$ cat config.mk
export PLATFORM = sky130hd
export DESIGN_NAME = strobed_fifo_256x18_prog_flags
export DESIGN_NICKNAME = d
export VERILOG_FILES = /design/src/rtl/strobed_fifo_pkg.sv /design/src/rtl/fifo_word_store.sv /design/src/rtl/fifo_status_port.sv /design/src/rtl/strobed_fifo_256x18_prog_flags.sv
export SDC_FILE = /design/constraint.sdc
export NUM_CORES = 2
export LEC_CHECK = 0
export ABC_CLOCK_PERIOD_IN_PS = 10400
export BUFFER_PORTS_ARGS = -buffer_cell sky130_fd_sc_hd__buf_2
export CAP_MARGIN = 20
export CELL_PAD_IN_SITES_DETAIL_PLACEMENT = 0
export CELL_PAD_IN_SITES_GLOBAL_PLACEMENT = 2
export CORE_ASPECT_RATIO = 1.4
export CORE_MARGIN = 8
export CORE_UTILIZATION = 55
export CTS_CLUSTER_DIAMETER = 30
export DETAILED_ROUTE_END_ITERATION = 8
export GPL_TIMING_DRIVEN = 0
export PLACE_DENSITY = 0.86
export SLEW_MARGIN = 20
export SYNTH_ARGS = -nofsm -noshare
export SYNTH_HDL_FRONTEND = slang
export SYNTH_MEMORY_MAX_BITS = 65536
export SYNTH_SLANG_ARGS = --single-unit
$ cat constraint.sdc
create_clock -name sys_clk_in -period 10.4 [get_ports sys_clk_in]
set_input_delay 1.56 -clock sys_clk_in [delete_from_list [all_inputs] [get_ports sys_clk_in]]
set_output_delay 1.56 -clock sys_clk_in [all_outputs]
set_load 0.005 [all_outputs]
$ cat src/rtl/strobed_fifo_pkg.sv
// Shared constants and types for the strobed 256x18 FIFO
package strobed_fifo_pkg;
   // Storage geometry
   localparam int FIFO_DEPTH = 256;
   localparam int FIFO_WIDTH = 18;
   localparam int PTR_W = 8;
   localparam int CNT_W = 9;
   localparam int OFS_W = 7;
   // Flag thresholds and reset values
   localparam logic [8:0] HALF_LEVEL = 9'h080;
   localparam logic [6:0] OFS_DEFAULT = 7'h20;
   // Register offsets of the status port
   localparam logic [3:0] CTRL_ADDR = 4'h0;
   localparam logic [3:0] STATUS_ADDR = 4'h4;
   localparam logic [3:0] OFFSET_ADDR = 4'h8;
   localparam int CTRL_HOLD_BIT = 0;
   localparam logic [31:0] CTRL_RESET = 32'h0000_0000;
   localparam logic [1:0] RESP_OKAY = 2'h0;
   localparam logic [1:0] RESP_SLVERR = 2'h2;
   // Offset programming sequence after reset
   typedef enum logic [1:0] {PROG_FIRST, PROG_SECOND, PROG_DONE} prog_state_t;
endpackage : strobed_fifo_pkg

$ cat src/rtl/fifo_word_store.sv
// Dual-port word store with registered read data and write bypass
`timescale 1ns/1ns
module fifo_word_store
   import strobed_fifo_pkg::*;
#(
   parameter int WIDTH = FIFO_WIDTH,
   parameter int DEPTH = FIFO_DEPTH,
   parameter int AW = PTR_W
) (
   input wire logic sys_clk_in, // System clock
   input wire logic wr_en_in, // Store one word
   input wire logic [AW-1:0] wr_addr_in, // Write address
   input wire logic [WIDTH-1:0] wr_data_in, // Write word
   input wire logic [AW-1:0] rd_addr_in, // Head address for next cycle
   output logic [WIDTH-1:0] rd_data_out // Registered head word
);
   logic [WIDTH-1:0] mem [DEPTH];
   logic [WIDTH-1:0] rd_data_reg;

   // Contents are never cleared, so the head word is undefined until loaded
   always_ff @(posedge sys_clk_in) begin
      if (wr_en_in) begin
         mem[wr_addr_in] <= wr_data_in;
      end
      // Bypass lets a word written into an empty queue fall through at once
      if (wr_en_in && wr_addr_in == rd_addr_in) begin
         rd_data_reg <= wr_data_in;
      end else begin
         rd_data_reg <= mem[rd_addr_in];
      end
   end

   assign rd_data_out = rd_data_reg;
endmodule : fifo_word_store

$ cat src/rtl/fifo_status_port.sv
// AXI4-Lite slave giving software a control word and the FIFO status
`timescale 1ns/1ns
module fifo_status_port
   import strobed_fifo_pkg::*;
(
   input wire logic sys_clk_in, // System clock
   input wire logic reset_n_in, // Synchronous reset, active low
   input wire logic s_axi_awvalid_in, // Write address valid
   output logic s_axi_awready_out, // Write address ready
   input wire logic [3:0] s_axi_awaddr_in, // Write byte address
   input wire logic s_axi_wvalid_in, // Write data valid
   output logic s_axi_wready_out, // Write data ready
   input wire logic [31:0] s_axi_wdata_in, // Write data
   input wire logic [3:0] s_axi_wstrb_in, // Byte strobes
   output logic s_axi_bvalid_out, // Write response valid
   input wire logic s_axi_bready_in, // Write response ready
   output logic [1:0] s_axi_bresp_out, // Write response code
   input wire logic s_axi_arvalid_in, // Read address valid
   output logic s_axi_arready_out, // Read address ready
   input wire logic [3:0] s_axi_araddr_in, // Read byte address
   output logic s_axi_rvalid_out, // Read data valid
   input wire logic s_axi_rready_in, // Read data ready
   output logic [31:0] s_axi_rdata_out, // Read data
   output logic [1:0] s_axi_rresp_out, // Read response code
   input wire logic [31:0] status_in, // Live FIFO status word
   input wire logic [31:0] offsets_in, // Live offset word
   output logic [31:0] ctrl_out // Control register
);
   typedef struct packed {
      logic aw_got;
      logic w_got;
      logic [3:0] aw_addr;
      logic [31:0] w_data;
      logic [3:0] w_strb;
      logic bvalid;
      logic [1:0] bresp;
      logic rvalid;
      logic [31:0] rdata;
      logic [1:0] rresp;
      logic [31:0] ctrl;
   } port_state_t;

   port_state_t s_reg, s_next;

   // Channels are held off while a response is waiting
   assign s_axi_awready_out = !s_reg.aw_got && !s_reg.bvalid;
   assign s_axi_wready_out = !s_reg.w_got && !s_reg.bvalid;
   assign s_axi_arready_out = !s_reg.rvalid;

   // Address and data may arrive in either order; write happens once both are held
   always_comb begin
      s_next = s_reg;
      if (s_axi_awvalid_in && s_axi_awready_out) begin
         s_next.aw_got = 1'b1;
         s_next.aw_addr = s_axi_awaddr_in;
      end
      if (s_axi_wvalid_in && s_axi_wready_out) begin
         s_next.w_got = 1'b1;
         s_next.w_data = s_axi_wdata_in;
         s_next.w_strb = s_axi_wstrb_in;
      end
      if (s_reg.bvalid && s_axi_bready_in) begin
         s_next.bvalid = 1'b0;
      end
      if (s_reg.aw_got && s_reg.w_got) begin
         s_next.aw_got = 1'b0;
         s_next.w_got = 1'b0;
         s_next.bvalid = 1'b1;
         s_next.bresp = RESP_SLVERR;
         if (s_reg.aw_addr == CTRL_ADDR) begin
            s_next.bresp = RESP_OKAY;
            for (int i = 0; i < 4; i++) begin
               if (s_reg.w_strb[i]) begin
                  s_next.ctrl[8*i +: 8] = s_reg.w_data[8*i +: 8];
               end
            end
         end else if (s_reg.aw_addr == STATUS_ADDR || s_reg.aw_addr == OFFSET_ADDR) begin
            s_next.bresp = RESP_OKAY; // Read-only words ignore writes
         end
      end
      if (s_reg.rvalid && s_axi_rready_in) begin
         s_next.rvalid = 1'b0;
      end
      if (s_axi_arvalid_in && s_axi_arready_out) begin
         s_next.rvalid = 1'b1;
         s_next.rresp = RESP_OKAY;
         case (s_axi_araddr_in)
            CTRL_ADDR: s_next.rdata = s_reg.ctrl;
            STATUS_ADDR: s_next.rdata = status_in;
            OFFSET_ADDR: s_next.rdata = offsets_in;
            default: begin
               s_next.rdata = 32'h0000_0000;
               s_next.rresp = RESP_SLVERR;
            end
         endcase
      end
   end

   // Register the port state
   always_ff @(posedge sys_clk_in) begin
      if (!reset_n_in) begin
         s_reg <= '0;
         s_reg.ctrl <= CTRL_RESET;
      end else begin
         s_reg <= s_next;
      end
   end

   assign s_axi_bvalid_out = s_reg.bvalid;
   assign s_axi_bresp_out = s_reg.bresp;
   assign s_axi_rvalid_out = s_reg.rvalid;
   assign s_axi_rdata_out = s_reg.rdata;
   assign s_axi_rresp_out = s_reg.rresp;
   assign ctrl_out = s_reg.ctrl;
endmodule : fifo_status_port

$ cat src/rtl/strobed_fifo_256x18_prog_flags.sv
// Strobed 256x18 FIFO with full, empty, half-full and programmable almost flags
//
// How it works
// - Store 256 words of 18 bits
// - Load edge stores word unless full
// - Unload edge advances head unless empty
// - Full once loads exceed unloads by 256
// - Edges into full or empty change nothing
// - Full flag low at 256 words
// - Empty flag low at zero words
// - Half flag high from 128 words
// - Almost flag at or beyond either offset
// - First load edges program offsets when enabled
// - Programming only before first data word
// - First programming edge sets both offsets
// - Second programming edge sets high offset only
// - Programming edges never enter the queue
// - Offsets are 7-bit, up to 127
// - Enable held high keeps default 32
// - Reset clears pointers and sets flags
// - Almost flag high after reset
// - Read data not reset
// - First word falls through to outputs
// - Data not inverted, off while disabled
//
// Local design decisions: register access over AXI4-Lite and the register offsets.
`timescale 1ns/1ns
module strobed_fifo_256x18_prog_flags
   import strobed_fifo_pkg::*;
#(
   parameter int WIDTH = FIFO_WIDTH,
   parameter int DEPTH = FIFO_DEPTH
) (
   input wire logic sys_clk_in, // System clock, 50 MHz
   input wire logic reset_n_in, // Synchronous reset, active low
   input wire logic load_strobe_in, // Rising edge loads a word
   input wire logic unload_strobe_in, // Rising edge unloads a word
   input wire logic offset_program_enable_n_in, // Offset programming, active low
   input wire logic output_enable_n_in, // Read data drive, active low
   input wire logic [WIDTH-1:0] write_data_in, // Word to load
   output logic [WIDTH-1:0] read_data_out, // Head word
   output logic read_data_oe_out, // High while read data are driven
   output logic full_n_out, // Low when full
   output logic empty_n_out, // Low when empty
   output logic half_full_flag_out, // High from half occupancy
   output logic almost_boundary_flag_out, // High near either end
   input wire logic s_axi_awvalid_in, // Write address valid
   output logic s_axi_awready_out, // Write address ready
   input wire logic [3:0] s_axi_awaddr_in, // Write byte address
   input wire logic s_axi_wvalid_in, // Write data valid
   output logic s_axi_wready_out, // Write data ready
   input wire logic [31:0] s_axi_wdata_in, // Write data
   input wire logic [3:0] s_axi_wstrb_in, // Byte strobes
   output logic s_axi_bvalid_out, // Write response valid
   input wire logic s_axi_bready_in, // Write response ready
   output logic [1:0] s_axi_bresp_out, // Write response code
   input wire logic s_axi_arvalid_in, // Read address valid
   output logic s_axi_arready_out, // Read address ready
   input wire logic [3:0] s_axi_araddr_in, // Read byte address
   output logic s_axi_rvalid_out, // Read data valid
   input wire logic s_axi_rready_in, // Read data ready
   output logic [31:0] s_axi_rdata_out, // Read data
   output logic [1:0] s_axi_rresp_out // Read response code
);
   localparam int AW = $clog2(DEPTH);
   localparam int CW = AW + 1;
   localparam logic [CW-1:0] DEPTH_C = CW'(DEPTH);

   typedef struct packed {
      logic ld_prev;
      logic un_prev;
      logic [AW-1:0] wr_gray;
      logic [AW-1:0] rd_gray;
      logic [CW-1:0] count;
      logic full_n;
      logic empty_n;
      logic half;
      logic almost;
      logic [OFS_W-1:0] ofs_low;
      logic [OFS_W-1:0] ofs_high;
      prog_state_t prog;
   } fifo_state_t;

   fifo_state_t s_reg, s_next;
   logic ld_edge, un_edge, prog_edge, do_load, do_unload;
   logic [AW-1:0] wr_bin, rd_bin, rd_addr;
   logic [31:0] ctrl_word;
   logic unload_hold;

   function automatic logic [AW-1:0] to_gray(input logic [AW-1:0] b);
      return b ^ (b >> 1);
   endfunction : to_gray

   function automatic logic [AW-1:0] from_gray(input logic [AW-1:0] g);
      logic [AW-1:0] b;
      b[AW-1] = g[AW-1];
      for (int i = AW - 2; i >= 0; i--) begin
         b[i] = b[i+1] ^ g[i];
      end
      return b;
   endfunction : from_gray

   // Strobe edges and the decisions they trigger
   always_comb begin
      ld_edge = load_strobe_in && !s_reg.ld_prev;
      un_edge = unload_strobe_in && !s_reg.un_prev;
      wr_bin = from_gray(s_reg.wr_gray);
      rd_bin = from_gray(s_reg.rd_gray);
      unload_hold = ctrl_word[CTRL_HOLD_BIT];
      // Only the edges before any data word may program offsets
      prog_edge = ld_edge && !offset_program_enable_n_in && s_reg.prog != PROG_DONE;
      do_load = ld_edge && !prog_edge && s_reg.full_n;
      do_unload = un_edge && s_reg.empty_n && !unload_hold;
      rd_addr = do_unload ? rd_bin + AW'(1) : rd_bin;
   end

   // Next state: pointers, occupancy, flags and offset programming
   always_comb begin
      s_next = s_reg;
      s_next.ld_prev = load_strobe_in;
      s_next.un_prev = unload_strobe_in;
      if (prog_edge) begin
         if (s_reg.prog == PROG_FIRST) begin
            s_next.ofs_low = write_data_in[OFS_W-1:0];
            s_next.ofs_high = write_data_in[OFS_W-1:0];
            s_next.prog = PROG_SECOND;
         end else begin
            s_next.ofs_high = write_data_in[OFS_W-1:0];
            s_next.prog = PROG_DONE;
         end
      end else if (ld_edge) begin
         s_next.prog = PROG_DONE;
      end
      if (do_load) begin
         s_next.wr_gray = to_gray(wr_bin + AW'(1));
      end
      if (do_unload) begin
         s_next.rd_gray = to_gray(rd_bin + AW'(1));
      end
      case ({do_load, do_unload})
         2'b10: s_next.count = s_reg.count + CW'(1);
         2'b01: s_next.count = s_reg.count - CW'(1);
         default: s_next.count = s_reg.count;
      endcase
      // Flags are derived from the settled occupancy so they move with the data
      s_next.full_n = s_next.count != DEPTH_C;
      s_next.empty_n = s_next.count != '0;
      s_next.half = s_next.count >= CW'(HALF_LEVEL);
      s_next.almost = (s_next.count <= CW'(s_next.ofs_low)) ||
         (s_next.count >= DEPTH_C - CW'(s_next.ofs_high));
   end

   // Register the FIFO state; reset leaves the word store alone
   always_ff @(posedge sys_clk_in) begin
      if (!reset_n_in) begin
         s_reg <= '0;
         s_reg.full_n <= 1'b1;
         s_reg.almost <= 1'b1;
         s_reg.ofs_low <= OFS_DEFAULT;
         s_reg.ofs_high <= OFS_DEFAULT;
         s_reg.prog <= PROG_FIRST;
         s_reg.ld_prev <= 1'b1; // A strobe high at release is not an edge
         s_reg.un_prev <= 1'b1;
      end else begin
         s_reg <= s_next;
      end
   end

   // Word store; read data come from its output register, not reset
   fifo_word_store #(
      .WIDTH(WIDTH),
      .DEPTH(DEPTH),
      .AW(AW)
   ) u_store (
      .sys_clk_in(sys_clk_in),
      .wr_en_in(do_load),
      .wr_addr_in(wr_bin),
      .wr_data_in(write_data_in),
      .rd_addr_in(rd_addr),
      .rd_data_out(read_data_out)
   );

   // Software can pause unloads and observe occupancy and offsets
   fifo_status_port u_port (
      .sys_clk_in(sys_clk_in),
      .reset_n_in(reset_n_in),
      .s_axi_awvalid_in(s_axi_awvalid_in),
      .s_axi_awready_out(s_axi_awready_out),
      .s_axi_awaddr_in(s_axi_awaddr_in),
      .s_axi_wvalid_in(s_axi_wvalid_in),
      .s_axi_wready_out(s_axi_wready_out),
      .s_axi_wdata_in(s_axi_wdata_in),
      .s_axi_wstrb_in(s_axi_wstrb_in),
      .s_axi_bvalid_out(s_axi_bvalid_out),
      .s_axi_bready_in(s_axi_bready_in),
      .s_axi_bresp_out(s_axi_bresp_out),
      .s_axi_arvalid_in(s_axi_arvalid_in),
      .s_axi_arready_out(s_axi_arready_out),
      .s_axi_araddr_in(s_axi_araddr_in),
      .s_axi_rvalid_out(s_axi_rvalid_out),
      .s_axi_rready_in(s_axi_rready_in),
      .s_axi_rdata_out(s_axi_rdata_out),
      .s_axi_rresp_out(s_axi_rresp_out),
      .status_in({17'h0_0000, s_reg.prog, s_reg.almost, s_reg.half, s_reg.empty_n,
                  s_reg.full_n, s_reg.count}),
      .offsets_in({16'h0000, 1'b0, s_reg.ofs_high, 1'b0, s_reg.ofs_low}),
      .ctrl_out(ctrl_word)
   );

   // Flag outputs and the read data drive
   assign full_n_out = s_reg.full_n;
   assign empty_n_out = s_reg.empty_n;
   assign half_full_flag_out = s_reg.half;
   assign almost_boundary_flag_out = s_reg.almost;
   assign read_data_oe_out = !output_enable_n_in;
endmodule : strobed_fifo_256x18_prog_flags

After elaboration in Yosys (flattened, before gate mapping)
Memory sizes are Yosys's and may differ from the RTL's. A register that Yosys moved wholly into a read port is not among the register bits.
Cells that the tools add are included.
- multiply operators: 0
- order comparisons: 3
- $add $sub $neg: 5
- bitwise logic cells: 17
- multiplexer cells: 17
- shift operators: 0
- reduce and logical (&&, ||, !) cells: 41
- div/mod/pow operators: 0
- equality and inequality tests: 8
- operators with widths (kind ; count):
    $pmux 32 s3 ; 1
    $mux 35 ; 1
    $pmux 9 s2 ; 1
    $add 8x1->8 const B ; 2
    $logic_and 1x1->1 ; 16
    $xor 8x7->8 ; 2
    $mux 14 ; 1
    $xor 1x1->1 ; 14
    $mux 2 ; 6
    $reduce_and 3->1 ; 4
    $logic_not 1->1 ; 10
    $add 9x1->9 const B ; 1
    $ge 9x8->1 const B ; 1
    $ge 9x9->1 ; 1
    $le 9x7->1 ; 1
    $ne 9x9->1 const B ; 1
    $reduce_bool 9->1 ; 1
    $sub 9x1->9 const B ; 1
    $sub 9x7->9 const A ; 1
    $eq 4x3->1 const B ; 2
    $eq 4x4->1 const B ; 2
    $logic_not 4->1 ; 2
    $mux 8 ; 1
    $mux 7 ; 1
    other kinds (11) ; 17
- bits in latches: 0
- bits in read-only memories: 0
- bits in registers: 159
- output and inout port bits: 64
- RAM bits: 4608
- memories: 1
- memory list (memory ; words ; width ; rd ports ; clocked after Yosys merged registers in ; write ports ; RTL line ; RTL):
    u_store.mem ; 256 ; 18 ; 1 ; 1 ; 1 ; fifo_word_store.sv:17 ; logic [WIDTH-1:0] mem [DEPTH];

Logic depth before layout (Yosys ltp)
- depth in word-level cells: 11
- depth in mapped cells: 23

Hierarchy
Synthesis repeated with hierarchy kept, for this count alone.
- cells, all modules: 9226
- area total of the unflattened synthesis: 186527.6 µm²
- by module, submodules not included (module ; area an instance (µm²) ; cells each ; instances ; sequential area each (µm²)):
    fifo_word_store ; 178022.0 ; 8271 ; 1 ; 138532.9
    fifo_status_port ; 5242.5 ; 564 ; 1 ; 2202.1
    strobed_fifo_256x18_prog_flags ; 3263.1 ; 391 ; 1 ; 940.9

Worst setup path before layout
OpenSTA, ideal clock, no wires.
- path type: input to register
- start: input unload_strobe_in
- end: register s_reg (netlist bit almost_boundary_flag_out)
- required time: 10326 ps
- path slack: 4964 ps
- cell stages on the path: 19
- arrival time: 5362 ps
- buffers on the path: 2
- cells stage by stage: nor4bb_1 > clkbuf_1 > ha_1 > clkbuf_1 > xor2_1 > ha_1 > a21oi_1 > xnor2_1 > nor2_1 > xnor2_1 > inv_1 > ha_1 > nand2_1 > o21ai_0 > a21o_1 > a21oi_1 > maj3_1 > or3_1 > a31oi_1
- RTL lines (element ; RTL line ; RTL):
    from (decl) ; strobed_fifo_256x18_prog_flags.sv:37 ; input wire logic unload_strobe_in,
    to (signal assigned) ; strobed_fifo_256x18_prog_flags.sv:165 ; s_reg <= s_next;
    to (decl) ; strobed_fifo_256x18_prog_flags.sv:84 ; fifo_state_t s_reg, s_next;

==> impl_summary.txt <==
----------------------------------------------------
[Die]
  Number of core rows ... 250
  IO Count ... 137
  Starting density of the core ... 0.553
  Die Area ... 352000 sq um
  Core Footprint ... 331000 sq um
  Die extent in y ... 699 um
  X dimension of the die ... 504 um

[Clock tree]
  CTS root buffer ... sky130_fd_sc_hd__clkbuf_16
  Number of setup buffers added after CTS ... 0
  Clock Sink Count ... 4773
  Cts hold-fix bufs ... 0
  Clock input transition at the sequential cells of the worst setup and hold paths ... 60 ps
  Clock buffer depth ... 4
  Clock tree from TritonCTS ... built
  H-Tree Depth ... 6
  TritonCTS buffer count ... 597
  Number of gates resized after cts ... 0
  Worst skew pair latency ... 1000 ps

[Timing]
  Max Transition Viols Final ... 0
  Max-slew headroom at the worst pin ... 0.147
  Final critical delay including setup and external delays ... 8880 ps
  Clock skew ... 113 ps
  Tightest Pin Transition ... 1280 ps
  Post-route fraction of the period consumed by the critical path ... 0.854
  Number of endpoints failing setup at the final stage ... 0
  Hold Fails Final Rpt ... 0
  Final sum of negative setup slack ... 0 ps
  Peak clock frequency supported by timing ... 113 MHz
  Unrepaired setup endpoints after global routing ... false

[Worst setup path]
  Kind of end point of the critical path ... output port
  Source of the worst register-to-register timing path ... s_reg[43]
  Slack of the worst reg-to-reg path ... 4170 ps
  Required time reported for the critical path endpoint ... 8840 ps
  Arrival @ worst endpoint ... 7320 ps
  Critical path class ... register to output port
  Startpoint type of the worst setup path ... register
  Maximum fanout encountered on the critical timing path ... 10

[Hold path]
  Class of the tightest hold or removal check ... register to register
  Startpoint of the tightest hold check path ... u_port.s_axi_rdata_out[25]

[GRT]
  Remaining global-route overflow ... 0
  Total track usage ... 0.278
  Via count of the first global-routing pass ... 92656
  Wire length of the first global-routing pass ... 694 mm
  Antenna violations before repair ... 14
  Pin count of the biggest net entering global routing ... 141

[Final layout]
  Fraction of layout cells with a size suffix above 1 ... 0.345
  Syn-to-layout area delta ... 17.0%
  Nets ... 8942
  Most common cell after layout, fill and taps aside ... sky130_fd_sc_hd__edfxtp_1
  Multi-input logic area ... 40500 sq um
  Filler instances ... 20634
  Storage element area ... 142000 sq um
  Final cell count without fillers ... 13740
  Number of flip-flops in the largest register ... 4608
  Most frequent cells in the layout ... 4608 x sky130_fd_sc_hd__edfxtp_1, 1440 x sky130_fd_sc_hd__mux4_2, 615 x sky130_fd_sc_hd__clkbuf_16

[Job]
  Max_cap viols ... 0

[Power and ir drop]
  Worst vdd rail ir drop ... 0.180 mV
  Pleak ... 65.7 nW
  Share of power burned in registers ... 0.470
  Clock power frac ... 0.466
  Switching part of the total power ... 0.226
  Internal power ... 34.7 mW
  Net Sw Power ... 10.2 mW
  Combinational cell fraction of total power ... 0.064
  Pwr per Cell Area ... 209 nW/um^2

[Synthesis]
  Simple-gate share of the synthesized area ... 0.0157
  Register bit total from synthesis ... 4773
  Xor and xnor fraction of the mapped netlist area ... 0.00215
  Mean post-synth cell area ... 23.1 sq um
  Number of standard cells after synthesis ... 7922
  Async S/R FF share, synth ... 0
  Ys Warns ... 0
  Most instantiated flip-flop cell in the synthesis netlist ... sky130_fd_sc_hd__edfxtp_1
  Mux cell area share after synthesis ... 0.179
  Synth Cell Area ... 183000 sq um
  Combinational family with the most area after synthesis ... multiplexers
  Adder-cell share of the synthesized area ... 0.00292
  Count of flip-flops with a built-in enable after synthesis ... 4608
  Synthesized-area fraction occupied by ao, oa, aoi and oai cells ... 0.0141
  Library cells used by synthesis ... 55
  Fraction of the yosys area taken by sequential cells ... 0.774

[Place]
  Routability-driven placement congestion ratio ... 0.895
  HPWL reported at the end of detailed placement ... 321 mm
  Total placed cells including tap cells ... 12635
  PortBufs ... 134

[Status]
  Run status ... completed

[Routing]
  Iteration count of the initial detailed-routing pass ... 9
  Number of antenna-violating nets in the routed design ... 0
  WL per Instance ... 35.9 um
  Total wire length ... 494 mm
  Overall via count from detail_route ... 90170
  Vias per inst ... 6.56
  DRC viols ... 0
  Initial DRC Count ... 11000

----------------------------------------------------
## cell type report
type                       instances  share of cell area
sequential                      4773               0.662
multi-input combinational       2624               0.189
clock buffer                     683              0.0734
tap                             4410              0.0258
clock inverter                   407              0.0209
timing repair buffer             305              0.0177
buffer                           485              0.0106
inverter                          41            0.000719
antenna                           12            0.000140
## worst paths after layout
path,end,depth (start not counted)
max reg2reg,u_store.mem[151][9],17
min,u_port.s_axi_rdata_out[25],2
min reg2reg,u_port.s_axi_rdata_out[25],2
max,read_data_out[13],11
## kinds of logic (layout without fill, tap and decap cells)
logic type                 after synthesis  in the layout
DFF                                   4773           4773
and+or+nand+nor                        699            699
other                                    1             14
buffers and inverters                  526           1921
AOI/OAI and AO/OA                      369            369
xor gates and xnor gates                45             45
muxes                                 1466           1466
adders and majority gates               43             43
## synthesized netlist by cell type (40+ instances only)
cell type | n | share of area
sky130_fd_sc_hd__dfxtp_1 | 165 | 0.018
sky130_fd_sc_hd__ha_1 | 42 | 0.0029
sky130_fd_sc_hd__nor2_1 | 352 | 0.0072
sky130_fd_sc_hd__clkbuf_1 | 275 | 0.0056
sky130_fd_sc_hd__buf_1 | 41 | 0.00084
sky130_fd_sc_hd__nand3_1 | 77 | 0.0021
sky130_fd_sc_hd__buf_4 | 46 | 0.0019
sky130_fd_sc_hd__nand2_1 | 208 | 0.0043
sky130_fd_sc_hd__a22oi_1 | 92 | 0.0038
sky130_fd_sc_hd__inv_1 | 40 | 0.00082
sky130_fd_sc_hd__a21oi_1 | 128 | 0.0035
sky130_fd_sc_hd__mux4_2 | 1440 | 0.18
sky130_fd_sc_hd__buf_2 | 115 | 0.0031
sky130_fd_sc_hd__edfxtp_1 | 4608 | 0.76
## worst max-delay path: stages (launching register included)
cell,delay (ps)
sky130_fd_sc_hd__dfxtp_1,290
sky130_fd_sc_hd__buf_2,370
sky130_fd_sc_hd__buf_2,390
sky130_fd_sc_hd__buf_1,930
sky130_fd_sc_hd__clkbuf_1,940
sky130_fd_sc_hd__mux4_2,440
sky130_fd_sc_hd__mux4_2,490
sky130_fd_sc_hd__a22oi_1,790
sky130_fd_sc_hd__nand2_1,120
sky130_fd_sc_hd__a22oi_1,650
sky130_fd_sc_hd__o221ai_1,620
sky130_fd_sc_hd__buf_2,300
## per-layer routing
metal | wire length [um] | vias up | part of all wire | global-route usage
li1 | - | 35721 | - | -
met1 | 165000 | 47854 | 0.33 | 0.334
met2 | 249000 | 5385 | 0.51 | 0.466
met3 | 42800 | 1206 | 0.087 | 0.0547
met4 | 37100 | 4 | 0.075 | 0.168
met5 | 30 | - | 0.000061 | 0
## power by group through the flow
stage               sequential (mW)  combinational [mW]  clock, mW
detailed placement             21.5                2.84          0
finish                         21.1                2.87       20.9
CTS                            21.1                2.86       21.0
global route                   21.1                2.95       21.7
floorplan                      21.5                1.53          0
global placement               21.6                2.70          0
## per-stage QoR
stage | cell area, sq um | worst slack, ps | util | hold slack (ps) | total power [mW]
floorplan | 183000 | 4960 | - | 432 | 23.0
global placement | 189000 | 2550 | 0.571 | 446 | 24.3
detailed placement | 194000 | 2760 | 0.585 | 448 | 24.3
CTS | 214000 | 1700 | 0.646 | 451 | 45.0
global route | 214000 | 1690 | 0.646 | 476 | 45.8
finish | 214000 | 1520 | 0.647 | 455 | 44.9
Note: power is estimated with default switching activity, not from simulation.
